File: config.mk
export PLATFORM = sky130hd
export DESIGN_NAME = edsa_top
export DESIGN_NICKNAME = d
export VERILOG_FILES = /design/src/rtl/edsa_route.v /design/src/rtl/edsa_top.v
export VERILOG_INCLUDE_DIRS = /design/src /design/src/rtl
export SDC_FILE = /design/constraint.sdc
export NUM_CORES = 1
export LEC_CHECK = 0
export BUFFER_PORTS_ARGS = -buffer_cell sky130_fd_sc_hd__buf_2
export CORE_ASPECT_RATIO = 0.9
export CORE_MARGIN = 2
export CORE_UTILIZATION = 45
export CTS_CLUSTER_DIAMETER = 30
export DETAILED_ROUTE_END_ITERATION = 7
export GPL_ROUTABILITY_DRIVEN = 0
export PLACE_DENSITY = 0.67
export RECOVER_POWER = 50
export SYNTH_ARGS = -nofsm -noshare
export SYNTH_HDL_FRONTEND = slang
export SYNTH_SLANG_ARGS = --single-unit
File: constraint.sdc
create_clock -name clk -period 3 [get_ports clk]
set_input_delay 0.75 -clock clk [delete_from_list [all_inputs] [get_ports clk]]
set_output_delay 0.75 -clock clk [all_outputs]
set_load 0.05 [all_outputs]
File: src/rtl/edsa_regs.vh
// Purpose: constants for the paged data window address unit
// Assumes: 32-bit APB, byte addresses, one aligned word per register
// Notes:   included by bare name
`ifndef EDSA_REGS_VH
`define EDSA_REGS_VH
// ---------------------------------------------------------------
// register offsets
// ---------------------------------------------------------------
`define EDSA_OFF_RDPAGE   12'h000
`define EDSA_OFF_WRPAGE   12'h004
`define EDSA_OFF_STATUS   12'h008
`define EDSA_OFF_CLEAR    12'h00C
`define EDSA_OFF_ENABLE   12'h010
`define EDSA_OFF_TRAPADR  12'h014
// ---------------------------------------------------------------
// fields and reset values
// ---------------------------------------------------------------
`define EDSA_PAGE_RST     10'h000
`define EDSA_PAGE_HI      9
`define EDSA_EA_TOP       15
`define EDSA_ST_TRAP      0
`define EDSA_ST_RDDONE    1
`define EDSA_ST_WRDONE    2
`define EDSA_ST_W         3
// ---------------------------------------------------------------
// timing counts in instruction cycles
// ---------------------------------------------------------------
`define EDSA_RD_CYC       2'h2
`define EDSA_RPT_CYC      2'h3
`define EDSA_RPT_FAST_CYC 2'h1
`endif

File: src/rtl/edsa_route.v
// Purpose: route a 24-bit paged address to ram, external port or program
// Assumes: page boundaries are module parameters
// Notes:   registered select outputs
`timescale 1ns/100ps
module edsa_route #(
  parameter [8:0] RAM_LAST_PAGE = 9'h001,
  parameter [8:0] EXT_LAST_PAGE = 9'h0FF
) (
  // clock and reset
  input  wire        clk,
  input  wire        nrst,
  // request
  input  wire        load,
  input  wire        is_prog,
  input  wire [23:0] addr,
  // routed address
  output reg  [23:0] out_addr,
  output reg         sel_ram,
  output reg         sel_ext,
  output reg         sel_prog
);
  // ---------------------------------------------------------------
  // route by page value
  // ---------------------------------------------------------------
  // program view pages override data decode since they are read only
  always @(posedge clk) begin
    if (!nrst) begin
      out_addr <= 24'h000000;
      sel_ram  <= 1'b0;
      sel_ext  <= 1'b0;
      sel_prog <= 1'b0;
    end else if (load) begin
      out_addr <= addr;
      sel_prog <= is_prog;
      sel_ram  <= !is_prog && (addr[23:15] <= RAM_LAST_PAGE);
      sel_ext  <= !is_prog && (addr[23:15] > RAM_LAST_PAGE) &&
                  (addr[23:15] <= EXT_LAST_PAGE);
    end else begin
      sel_ram  <= 1'b0;
      sel_ext  <= 1'b0;
      sel_prog <= 1'b0;
    end
  end
endmodule

File: src/rtl/edsa_top.v
// Purpose: address generation for the paged data window
// Assumes: core holds its request until done; apb for page registers
// Notes:   one clock, synchronous active low reset
`timescale 1ns/100ps
`include "edsa_regs.vh"
module edsa_top #(
  parameter [8:0] RAM_LAST_PAGE = 9'h001,
  parameter [8:0] EXT_LAST_PAGE = 9'h0FF
) (
  // clock and reset
  input  wire        clk,
  input  wire        nrst,
  // apb slave
  input  wire        psel,
  input  wire        penable,
  input  wire        pwrite,
  input  wire [11:0] paddr,
  input  wire [31:0] pwdata,
  input  wire [3:0]  pstrb,
  output reg  [31:0] prdata,
  output wire        pready,
  output wire        pslverr,
  // core access request
  input  wire        req,
  input  wire        req_write,
  input  wire [1:0]  req_size,
  input  wire        req_repeat,
  input  wire [15:0] effective_address,
  // core answer
  output wire        done,
  output reg         addr_error_trap,
  // memory side
  output wire [23:0] mem_addr,
  output reg         mem_double,
  output reg         mem_write,
  output reg  [1:0]  mem_size,
  output wire        sel_ram,
  output wire        sel_ext,
  output wire        sel_prog,
  output reg         sel_near,
  // interrupt
  output wire        irq
);
  // ---------------------------------------------------------------
  // state and declarations
  // ---------------------------------------------------------------
  localparam [1:0] ST_IDLE = 2'h0;
  localparam [1:0] ST_WAIT = 2'h1;
  localparam [1:0] ST_HI   = 2'h2;
  reg  [9:0]  read_page_select;
  reg  [9:0]  write_page_select;
  reg  [`EDSA_ST_W-1:0] status;
  reg  [`EDSA_ST_W-1:0] irq_enable;
  reg  [15:0] trap_addr;
  reg  [1:0]  state;
  reg  [1:0]  cnt;
  reg  [1:0]  rpt_seen;
  reg         in_rpt;
  reg         second;
  reg         route_load;
  reg         route_prog;
  reg  [23:0] route_addr;
  reg  [`EDSA_ST_W-1:0] set_ev;
  wire        wr_xfer;
  wire [`EDSA_ST_W-1:0] clr_bits;
  wire        paged;
  wire [9:0]  cur_page;
  wire        is_prog;
  wire        page_zero;
  wire        fin;
  wire        fast_rd;
  wire [23:0] route_out;
  reg  [15:0] near_addr;

  // address decode shared by read mux and write strobes
  function is_off;
    input [11:0] a;
    input [11:0] off;
    begin
      is_off = (a[11:2] == off[11:2]);
    end
  endfunction

  // ---------------------------------------------------------------
  // apb slave
  // ---------------------------------------------------------------
  // zero wait states: every transfer completes in its access phase,
  // which keeps page changes cheap between bursts of paged accesses
  assign pready  = 1'b1;
  assign pslverr = 1'b0;
  assign wr_xfer = psel && penable && pwrite;
  assign clr_bits = (wr_xfer && is_off(paddr, `EDSA_OFF_CLEAR) && pstrb[0])
                    ? pwdata[`EDSA_ST_W-1:0] : {`EDSA_ST_W{1'b0}};

  // page registers change only by software; pointer wrap never touches them
  always @(posedge clk) begin
    if (!nrst) begin
      read_page_select  <= `EDSA_PAGE_RST;
      write_page_select <= `EDSA_PAGE_RST;
      irq_enable        <= {`EDSA_ST_W{1'b0}};
    end else if (wr_xfer) begin
      if (is_off(paddr, `EDSA_OFF_RDPAGE)) begin
        if (pstrb[0]) read_page_select[7:0] <= pwdata[7:0];
        if (pstrb[1]) read_page_select[9:8] <= pwdata[9:8];
      end else if (is_off(paddr, `EDSA_OFF_WRPAGE)) begin
        if (pstrb[0]) write_page_select[7:0] <= pwdata[7:0];
        if (pstrb[1]) write_page_select[9:8] <= pwdata[9:8];
      end else if (is_off(paddr, `EDSA_OFF_ENABLE)) begin
        if (pstrb[0]) irq_enable <= pwdata[`EDSA_ST_W-1:0];
      end
    end
  end

  // read mux, unmapped reads as zero, clear register reads as zero
  always @* begin
    prdata = 32'h00000000;
    if (is_off(paddr, `EDSA_OFF_RDPAGE)) begin
      prdata[9:0] = read_page_select;
    end else if (is_off(paddr, `EDSA_OFF_WRPAGE)) begin
      prdata[9:0] = write_page_select;
    end else if (is_off(paddr, `EDSA_OFF_STATUS)) begin
      prdata[`EDSA_ST_W-1:0] = status;
    end else if (is_off(paddr, `EDSA_OFF_ENABLE)) begin
      prdata[`EDSA_ST_W-1:0] = irq_enable;
    end else if (is_off(paddr, `EDSA_OFF_TRAPADR)) begin
      prdata[15:0] = trap_addr;
    end
  end

  // ---------------------------------------------------------------
  // sticky status and interrupt
  // ---------------------------------------------------------------
  // set wins over clear so an event in the clearing cycle survives
  always @(posedge clk) begin
    if (!nrst) begin
      status <= {`EDSA_ST_W{1'b0}};
    end else begin
      status <= (status & ~clr_bits) | set_ev;
    end
  end
  assign irq = |(status & irq_enable);

  // ---------------------------------------------------------------
  // page selection and address forming
  // ---------------------------------------------------------------
  assign paged     = effective_address[`EDSA_EA_TOP];
  // writes use only the write page; reads and program view the read page
  assign cur_page  = req_write ? write_page_select : read_page_select;
  assign is_prog   = !req_write && read_page_select[`EDSA_PAGE_HI];
  assign page_zero = (cur_page[8:0] == 9'h000) && !is_prog;

  // ---------------------------------------------------------------
  // access sequencer
  // ---------------------------------------------------------------
  // waits: paged read 2 cycles, repeated read 3,3 then 1; write 1
  // timing as seen by the core, counted from the taking cycle c0:
  //   near access, paged write, page-zero trap: done in c0
  //   paged read: done in c1, routed word shows in c1
  //   first two repeated reads: done in c2
  //   later repeated reads: done in c0, as fast as a write
  //   double word: second word follows one cycle after the first
  // done is combinational so the core can move on at the very edge
  // that finishes the access; a registered done would add a cycle to
  // every write and break the single-cycle promise
  assign fast_rd = !req_write && req_repeat && in_rpt &&
                   (rpt_seen == 2'h2);
  assign fin  = (state == ST_WAIT) && (cnt == 2'h1);
  assign done = (req && (state == ST_IDLE) &&
                (!paged || req_write || page_zero || fast_rd) &&
                !mem_double) || fin;

  always @* begin
    set_ev     = {`EDSA_ST_W{1'b0}};
    route_load = 1'b0;
    route_prog = is_prog;
    route_addr = {cur_page[8:0], effective_address[14:0]};
    if (req && paged && state == ST_IDLE) begin
      if (page_zero) begin
        set_ev[`EDSA_ST_TRAP] = 1'b1;
      end else begin
        route_load = 1'b1;
        if (req_write) set_ev[`EDSA_ST_WRDONE] = 1'b1;
        if (fast_rd) set_ev[`EDSA_ST_RDDONE] = 1'b1;
      end
    end
    if (second) begin
      route_load = 1'b1;
      route_addr = {route_out[23:1] + 23'h000001, route_out[0]};
      route_prog = sel_prog;
    end
    if (fin) set_ev[`EDSA_ST_RDDONE] = 1'b1;
  end

  always @(posedge clk) begin
    if (!nrst) begin
      state           <= ST_IDLE;
      cnt             <= 2'h0;
      rpt_seen        <= 2'h0;
      in_rpt          <= 1'b0;
      second          <= 1'b0;
      mem_double      <= 1'b0;
      mem_write       <= 1'b0;
      mem_size        <= 2'h0;
      sel_near        <= 1'b0;
      addr_error_trap <= 1'b0;
      trap_addr       <= 16'h0000;
      near_addr       <= 16'h0000;
    end else begin
      addr_error_trap <= set_ev[`EDSA_ST_TRAP];
      sel_near        <= req && !paged && state == ST_IDLE;
      second          <= 1'b0;
      if (!req_repeat) begin
        rpt_seen <= 2'h0;
        in_rpt   <= 1'b0;
      end
      if (set_ev[`EDSA_ST_TRAP]) trap_addr <= effective_address;
      // near address kept beside its select pulse, no page bits joined
      if (req && !paged && state == ST_IDLE) near_addr <= effective_address;
      case (state)
        ST_IDLE: begin
          if (req && paged && !page_zero) begin
            mem_write <= req_write;
            mem_size  <= req_size;
            // a double-word access drives a second word next cycle
            if (req_size == 2'h2) begin
              mem_double <= 1'b1;
              second     <= 1'b1;
              state      <= ST_HI;
            end
            // counts hold the cycles left after the taking cycle
            if (!req_write) begin
              if (req_repeat && rpt_seen < 2'h2) begin
                state    <= ST_WAIT;
                cnt      <= `EDSA_RPT_CYC - 2'h1;
                rpt_seen <= rpt_seen + 2'h1;
                in_rpt   <= 1'b1;
              end else if (fast_rd) begin
                // done already in the taking cycle; no wait state
                cnt <= `EDSA_RPT_FAST_CYC - 2'h1;
              end else begin
                state <= ST_WAIT;
                cnt   <= `EDSA_RD_CYC - 2'h1;
              end
            end
          end
        end
        ST_HI: begin
          mem_double <= 1'b0;
          state      <= ST_IDLE;
        end
        ST_WAIT: begin
          mem_double <= 1'b0;
          if (cnt == 2'h1) state <= ST_IDLE;
          else cnt <= cnt - 2'h1;
        end
        default: state <= ST_IDLE;
      endcase
    end
  end

  // ---------------------------------------------------------------
  // router
  // ---------------------------------------------------------------
  // near accesses bypass the router so no memory select is raised for
  // them; the lower space is reached directly with a zero page field
  // a small mux picks the near address while its select pulse stands
  assign mem_addr = sel_near ? {8'h00, near_addr} : route_out;

  edsa_route #(
    .RAM_LAST_PAGE (RAM_LAST_PAGE),
    .EXT_LAST_PAGE (EXT_LAST_PAGE)
  ) u_route (
    .clk      (clk),
    .nrst     (nrst),
    .load     (route_load),
    .is_prog  (route_prog),
    .addr     (route_addr),
    .out_addr (route_out),
    .sel_ram  (sel_ram),
    .sel_ext  (sel_ext),
    .sel_prog (sel_prog)
  );
endmodule

==> results by group, run 1 <==
Synthesis
  • Syn_area_per_cell: 7.844 um^2
  • Synth warn: 0
  • Synth cell types: 69
  • Post-synth EDFFs: 0
  • Synth Area in Adders: 0.01414
  • Sequential-to-total area share from yosys stat: 0.3732
  • Synth Area in Compound Gates: 0.1934
  • #FFs+latches synth: 99
  • Top_reg_cell synth: dfxtp_1
  • Xor and xnor area share after synthesis: 0.01155
  • Post-synthesis mux area share: 0.06998
  • Fraction of registers with async set/reset: 0
  • Largest family of logic cells by synthesized area: simple AND/OR/NAND/NOR gates
  • Gate count of the mapped netlist: 677
  • Synthesized area: 5310 um^2
  • Post-Synth Simple-Gate Area: 0.2691

Route
  • WL/cell: 16.85 um
  • Vias/cell: 5.637
  • Final WL: 15.85 mm
  • Initial DRC count: 374
  • Post-route ant nets: 0
  • Vias: 5304
  • First-pass DRT Iterations: 5
  • Final routed DRC violation total: 0

Floorplan
  • Initial Util: 0.4625
  • Core ar.: 11480 um^2
  • Boundary pin count: 143
  • Die area: 12690 um^2
  • Die Wd: 118.5 um
  • Die Y: 107.1 um
  • Placement Rows: 37

Clock network
  • Clock Path Buffers: 2
  • CTS clk-pin slew, worst paths: 70 ps
  • Post-CTS Setup Bufs: 0
  • H-tree depth: 3
  • CTS Buf Count: 9
  • CTS root buf: clkbuf_16
  • CTS tree: done
  • Worst-skew pair later-pin latency: 360 ps
  • Sink Count: 99

STA
  • Final Hold Fails: 0
  • Worst-margin pin slew: 1193 ps
  • Slew margin rel.: 0.2049
  • Final WS setup: -62.94 ps
  • Tcrit/Tclk final: 1.021
  • Clk_skew: 9.288 ps
  • Sum of negative setup slack: -385.4 ps
  • RSZ-0062 raised after global routing: yes
  • Min cycle time layout: 3063 ps
  • Final count of pins violating max slew: 0
  • Achievable Freq: 0.3265 GHz
  • Final setup fails: 13

Power and ir drop
  • P_sw: 881.3 uW
  • Sw frac: 0.2841
  • P_leak: 0.002670 uW
  • Clk pwr share: 0.406
  • Worst IR Drop VDD: 0.3449 mV
  • Flop pwr share: 0.450
  • Logic pwr share: 0.143
  • Cell area power density: 470.5 nW/um^2
  • Cell internal pwr: 2221 uW

Cells and area
  • Finished Core Util: 0.5743
  • FILL cells: 1108
  • Antenna cell count: 0
  • Final Non-Filler Cells: 941
  • Post-layout net count: 860
  • Ratio of cells with drive above 1 in the final layout: 0.2344
  • Area growth syn-to-layout: 24.18%

Critical path
  • Buf/Inv on CP: 3
  • Worst path max stage delay: 560 ps
  • Crit path max-delay family: simple AND/OR/NAND/NOR gates
  • Setup crit start: paddr[8]
  • Worst r2r src: u_route.out_addr[4]$_SDFFE_PN0N_
  • Crit start category: input pin
  • Top cell by count, worst path: buf_6
  • Crit path DAT: 2310 ps
  • CP Data Required Time: 2250 ps
  • Setup CP Type: input pin to output pin
  • CP Max Fanout: 6
  • Crit end category: output pin
  • CP Cell Sequence: buf_6 -> or4_4 -> nor2_4 -> and4_4 -> buf_12 -> nand2_1 -> a21oi_4 -> buf_6
  • Crit-path slowest cell: or4_4

Global route
  • Vias in the first global route: 4875
  • Gr usage total: 0.2451
  • Global-route wire length before repair: 24.99 mm
  • Total gr overflow: 0
  • Largest net degree at the start of global routing: 34
  • Initial antenna violation count: 0

Run status
  • Run status: complete, but fails checks
  • Violations in the final reports: negative setup slack

Hold path
  • Min-delay worst type: register to register
  • Worst Hold Launch: near_addr[9]$_SDFFE_PN0P_

Place
  • I/O Buffers: 98
  • Placed Instances: 924
  • Dpl hpwl: 11.54 mm

Flow run
  • Max Cap Viol: 0
## synth_stat cells (3+ instances only)
library cell  count  area, um^2
nand2_1         134       503.0
dfxtp_1          99        1982
a21oi_1          85       425.4
nor2_1           50       187.7
clkbuf_1         24       90.09
nand3_1          20       100.1
o21ai_0          19       95.09
buf_4            18       135.1
mux2i_1          18       180.2
mux2_2           17       191.4
nor3_1           17       85.08
inv_1            16       60.06
and3_1           13       81.33
nand4_1          10       62.56
a211oi_1          8       60.06
and2_1            8       50.05
nor2b_1           8       50.05
buf_2             6       30.03
ha_1              6       75.07
a222oi_1          5       50.05
a22oi_1           4       30.03
a32oi_1           4       35.03
and4_1            4       35.03
nand2b_1          4       25.02
o211a_1           4       40.04
o211ai_1          4       30.03
xnor2_1           4       35.03
buf_1             3       11.26
nor3_2            3       30.03
nor4_1            3       18.77
o31ai_1           3       22.52
or2_2             3       18.77
xor2_1            3       26.28
## kinds of logic after synthesis
| family | Yosys count |
|---|---|
| other | 2 |
| flip-flops | 99 |
| XOR/XNOR | 7 |
| multiplexers | 35 |
| adder cells (fa/ha/maj) | 6 |
| buffers and inverters | 70 |
| AO/OA/AOI/OAI | 163 |
| AND/OR/NAND/NOR | 295 |
## power by group through the flow
stage	logic (uW)	clock network [uW]	registers [uW]
global route	478	1340	1400
CTS	442	1280	1390
detailed placement	442	0	1430
global placement	431	0	1420
floorplan	309	0	1440
finish	445	1260	1400
## per-stage QoR
step | power, uW | area [um^2] | setup slack (ps) | hold slack [ps]
finish | 3102 | 6594 | -62.94 | 458.2
global route | 3221 | 6594 | -97.73 | 473.2
CTS | 3116 | 6523 | -40.46 | 458.3
detailed placement | 1867 | 6107 | -187.3 | 449.5
global placement | 1855 | 6107 | -160.4 | 437.8
floorplan | 1745 | 5487 | -15.13 | 431.6
## worst paths after layout
check	endpoint	slack [ps]	depth (start not counted)
worst max register to register	u_route.sel_ext$_SDFF_PN0_	660	6
worst min register to register	near_addr[9]$_SDFFE_PN0P_	460	2
worst min-delay path	near_addr[9]$_SDFFE_PN0P_	460	2
worst max-delay path	prdata[6]	-60	8
## placed cells by master, fill, tap and decap left out, types with 8 or more instances in the layout
master,synthesis,routed
nand2_1,134,131
dfxtp_1,99,99
a21oi_1,85,79
buf_2,6,64
nor2_1,50,49
buf_4,18,24
nand3_1,20,20
mux2i_1,18,18
conb_1,2,18
clkbuf_1,24,18
mux2_2,17,17
nor3_1,17,17
inv_1,16,16
o21ai_0,19,14
buf_6,2,14
and3_1,13,13
nand4_1,10,10
clkbuf_16,0,10
nor2b_1,8,8
a211oi_1,8,8
## sequential cells by signal, indices dropped and copies added, names as in the netlist, 2 cells and up
signal	flops
cnt	2
write_page_select	10
trap_addr	16
u_route.out_addr	24
irq_enable	3
near_addr	16
rpt_seen	2
mem_size	2
state	2
status	3
read_page_select	10
## layer usage
metal  wire [um]  up-vias  global-route usage  share of wire
met5           0        -                   0              0
met4         216        0             0.06037          0.014
met3        1346       24             0.06383          0.085
met2        7341      252              0.3947           0.46
met1        6950     2480              0.3290           0.44
li1            -     2548                   -              -
## cell type report
class                      instances  area (um^2)  share of cell area
timing repair buffer             130        882.1              0.1338
clock inverter                     6        90.09             0.01366
multi-input combinational        524         3156              0.4786
sequential                        99         1982              0.3006
inverter                          16        60.06            0.009108
tap                              156        195.2             0.02960
clock buffer                      10        229.0             0.03472
## worst register-to-register path, delay by kind of cell, from the launching register on
kind / cells / cell delay, ps
flip-flops: 1 / 470
AO/OA/AOI/OAI: 2 / 510
AND/OR/NAND/NOR: 4 / 1260
## timing repair
item,4_1_cts,5_1_grt
hold endpoints to repair,0,0
cloned,0,1
pin swaps,6,6
gates resized for setup,36,24
setup endpoints to repair,16,17
hold buffers,0,0
Power figures use the tool's default switching activity.
==> run 2, diff against run 1 <==
Settings changed: PLACE_DENSITY 0.67 to not set, PLACE_DENSITY_LB_ADDON set to 0.08.
==> results by group, run 2 (synthesized netlist as in run 1, its figures left out) <==
STA
  • Min cycle time layout: 3072 ps
  • RSZ-0062 raised after global routing: yes
  • Worst-margin pin slew: 1185 ps
  • Final setup fails: 14
  • Clk_skew: 6.851 ps
  • Tcrit/Tclk final: 1.024
  • Final WS setup: -72.40 ps
  • Final Hold Fails: 0
  • Final count of pins violating max slew: 0
  • Achievable Freq: 0.3255 GHz
  • Slew margin rel.: 0.2100
  • Final hold slack: 455.6 ps

Critical path
  • Crit start category: input pin
  • Top cell by count, worst path: buf_6
  • Crit-path slowest cell: or4_4
  • CP Max Fanout: 7
  • Crit path DAT: 2320 ps
  • Crit end category: output pin
  • Worst reg-to-reg setup slack: 580 ps
  • CP Cell Sequence: buf_6 -> or4_4 -> nor2_4 -> and4_1 -> buf_6 -> nand2_4 -> a21oi_4 -> buf_6
  • Setup crit start: paddr[8]
  • Crit path max-delay family: simple AND/OR/NAND/NOR gates
  • Setup CP Type: input pin to output pin
  • Worst path max stage delay: 570 ps
  • Buf/Inv on CP: 3
  • Worst r2r src: u_route.out_addr[4]$_SDFFE_PN0N_
  • CP Data Required Time: 2250 ps

Route
  • M1 WL: 7.345 mm
  • Final routed DRC violation total: 0
  • Final WL: 15.70 mm
  • Vias: 5237
  • Post-route ant nets: 0
  • Met3 WL: 1.044 mm
  • Initial DRC count: 429
  • First-pass DRT Iterations: 5
  • Vias/cell: 5.583
  • Max Used Layer: met4
  • Met2 wire len: 7.023 mm
  • WL/cell: 16.74 um

Clock network
  • H-tree depth: 3
  • CTS clk-pin slew, worst paths: 60 ps
  • CTS Buf Count: 9
  • Post-CTS Setup Bufs: 0
  • Sink Count: 99
  • CTS tree: done
  • Worst-skew pair later-pin latency: 350 ps
  • Clock Path Buffers: 2
  • CTS root buf: clkbuf_16

Cells and area
  • Reg with most FFs: u_route.out_addr
  • Ratio of cells with drive above 1 in the final layout: 0.2327
  • FF/Latch Area: 1982 um^2
  • Most frequent cells in the layout: 126 x nand2_1, 99 x dfxtp_1, 79 x a21oi_1, 63 x buf_2, 48 x nor2_1
  • Multi-input gate area: 3184 um^2
  • Final Non-Filler Cells: 938
  • FILL cells: 1108
  • Area growth syn-to-layout: 23.52%
  • Final standard cell area without fillers: 6559 um^2
  • Commonest non-fill, non-tap cell in the layout: nand2_1
  • Top flop regs: u_route.out_addr (24), near_addr (16), trap_addr (16)
  • Post-layout net count: 858
  • Antenna cell count: 0
  • Max FFs per register: 24

Hold path
  • Worst Hold Launch: near_addr[12]$_SDFFE_PN0P_
  • Min-delay worst type: register to register

Floorplan
  • Die Y: 107.1 um
  • Placement Rows: 37
  • Die Wd: 118.5 um
  • Core ar.: 11480 um^2
  • Boundary pin count: 143
  • Initial Util: 0.4625
  • Die area: 12690 um^2

Place
  • Dpl hpwl: 11.50 mm
  • I/O Buffers: 98
  • Pre-CTS setup slack: -205.3 ps
  • Placed Instances: 922
  • Placement Cell Area: 6105 um^2

Run status
  • Run status: complete, but fails checks
  • Violations in the final reports: negative setup slack

Power and ir drop
  • Logic pwr share: 0.148
  • P_leak: 0.002667 uW
  • Flop pwr share: 0.466
  • Design Power: 2998 uW
  • Clk pwr share: 0.387
  • Cell area power density: 457.1 nW/um^2
  • P_sw: 846.8 uW
  • Cell internal pwr: 2151 uW
  • Worst IR Drop VDD: 0.3480 mV
  • Sw frac: 0.2825

Global route
  • Global-route wire length before repair: 25.55 mm
  • Gr usage total: 0.2531
  • Largest net degree at the start of global routing: 58
  • Initial antenna violation count: 0
  • Vias in the first global route: 4957
  • Total gr overflow: 0

Flow run
  • Max Cap Viol: 0
## run 2: worst paths after layout
check	cells past startpoint	to
setup reg to reg	6	u_route.sel_ext$_SDFF_PN0_
hold / removal	2	near_addr[12]$_SDFFE_PN0P_
setup / recovery	8	prdata[5]
hold reg to reg	2	near_addr[12]$_SDFFE_PN0P_
## run 2: worst reg2reg max path, delay by kind of cell, from the launching register on
kind	cells	cell delay (ps)
flip-flops	1	480
AND/OR/NAND/NOR	4	1300
AO/OA/AOI/OAI	2	530
## run 2: layout make-up
class | instances | area share
repair buffers | 128 | 0.1286
clock inverters | 4 | 0.007821
clock buffers | 11 | 0.03701
inverters | 16 | 0.009157
multi-input cells | 524 | 0.4855
well taps | 156 | 0.02976
flip-flops and latches | 99 | 0.3022
## run 2: per-stage QoR
| step | TNS, ps | utilization |
|---|---|---|
| 5_1_grt | -1495 | 0.5713 |
| 3_5_place_dp | -2306 | 0.5317 |
| 6_report | -807.1 | 0.5713 |
| 4_1_cts | -364.2 | 0.5713 |
| 2_1_floorplan | -79.17 | - |
| 3_3_place_gp | -2167 | 0.5317 |
## run 2: repair_timing
item                                    4_1_cts  5_1_grt
cloned                                        0        1
pin swaps                                    14        3
resized for setup                            54       16
hold buffers                                  0        0
endpoints found under the setup margin       16       17
## run 2: power by group through the flow
stage	Sequential, uW	Combinational (uW)	Clock (uW)
after floorplan	1440	309	0
after global routing	1400	478	1240
after global placement	1420	434	0
final	1400	442	1160
after detailed placement	1420	441	0
after CTS	1400	444	1180
## run 2: routing by layer
layer  vias to the layer above  GRT usage
met3                        23    0.07553
met2                       179     0.3898
met1                      2483     0.3434
met4                         0    0.07313
li1                       2552          -
met5                         -          0
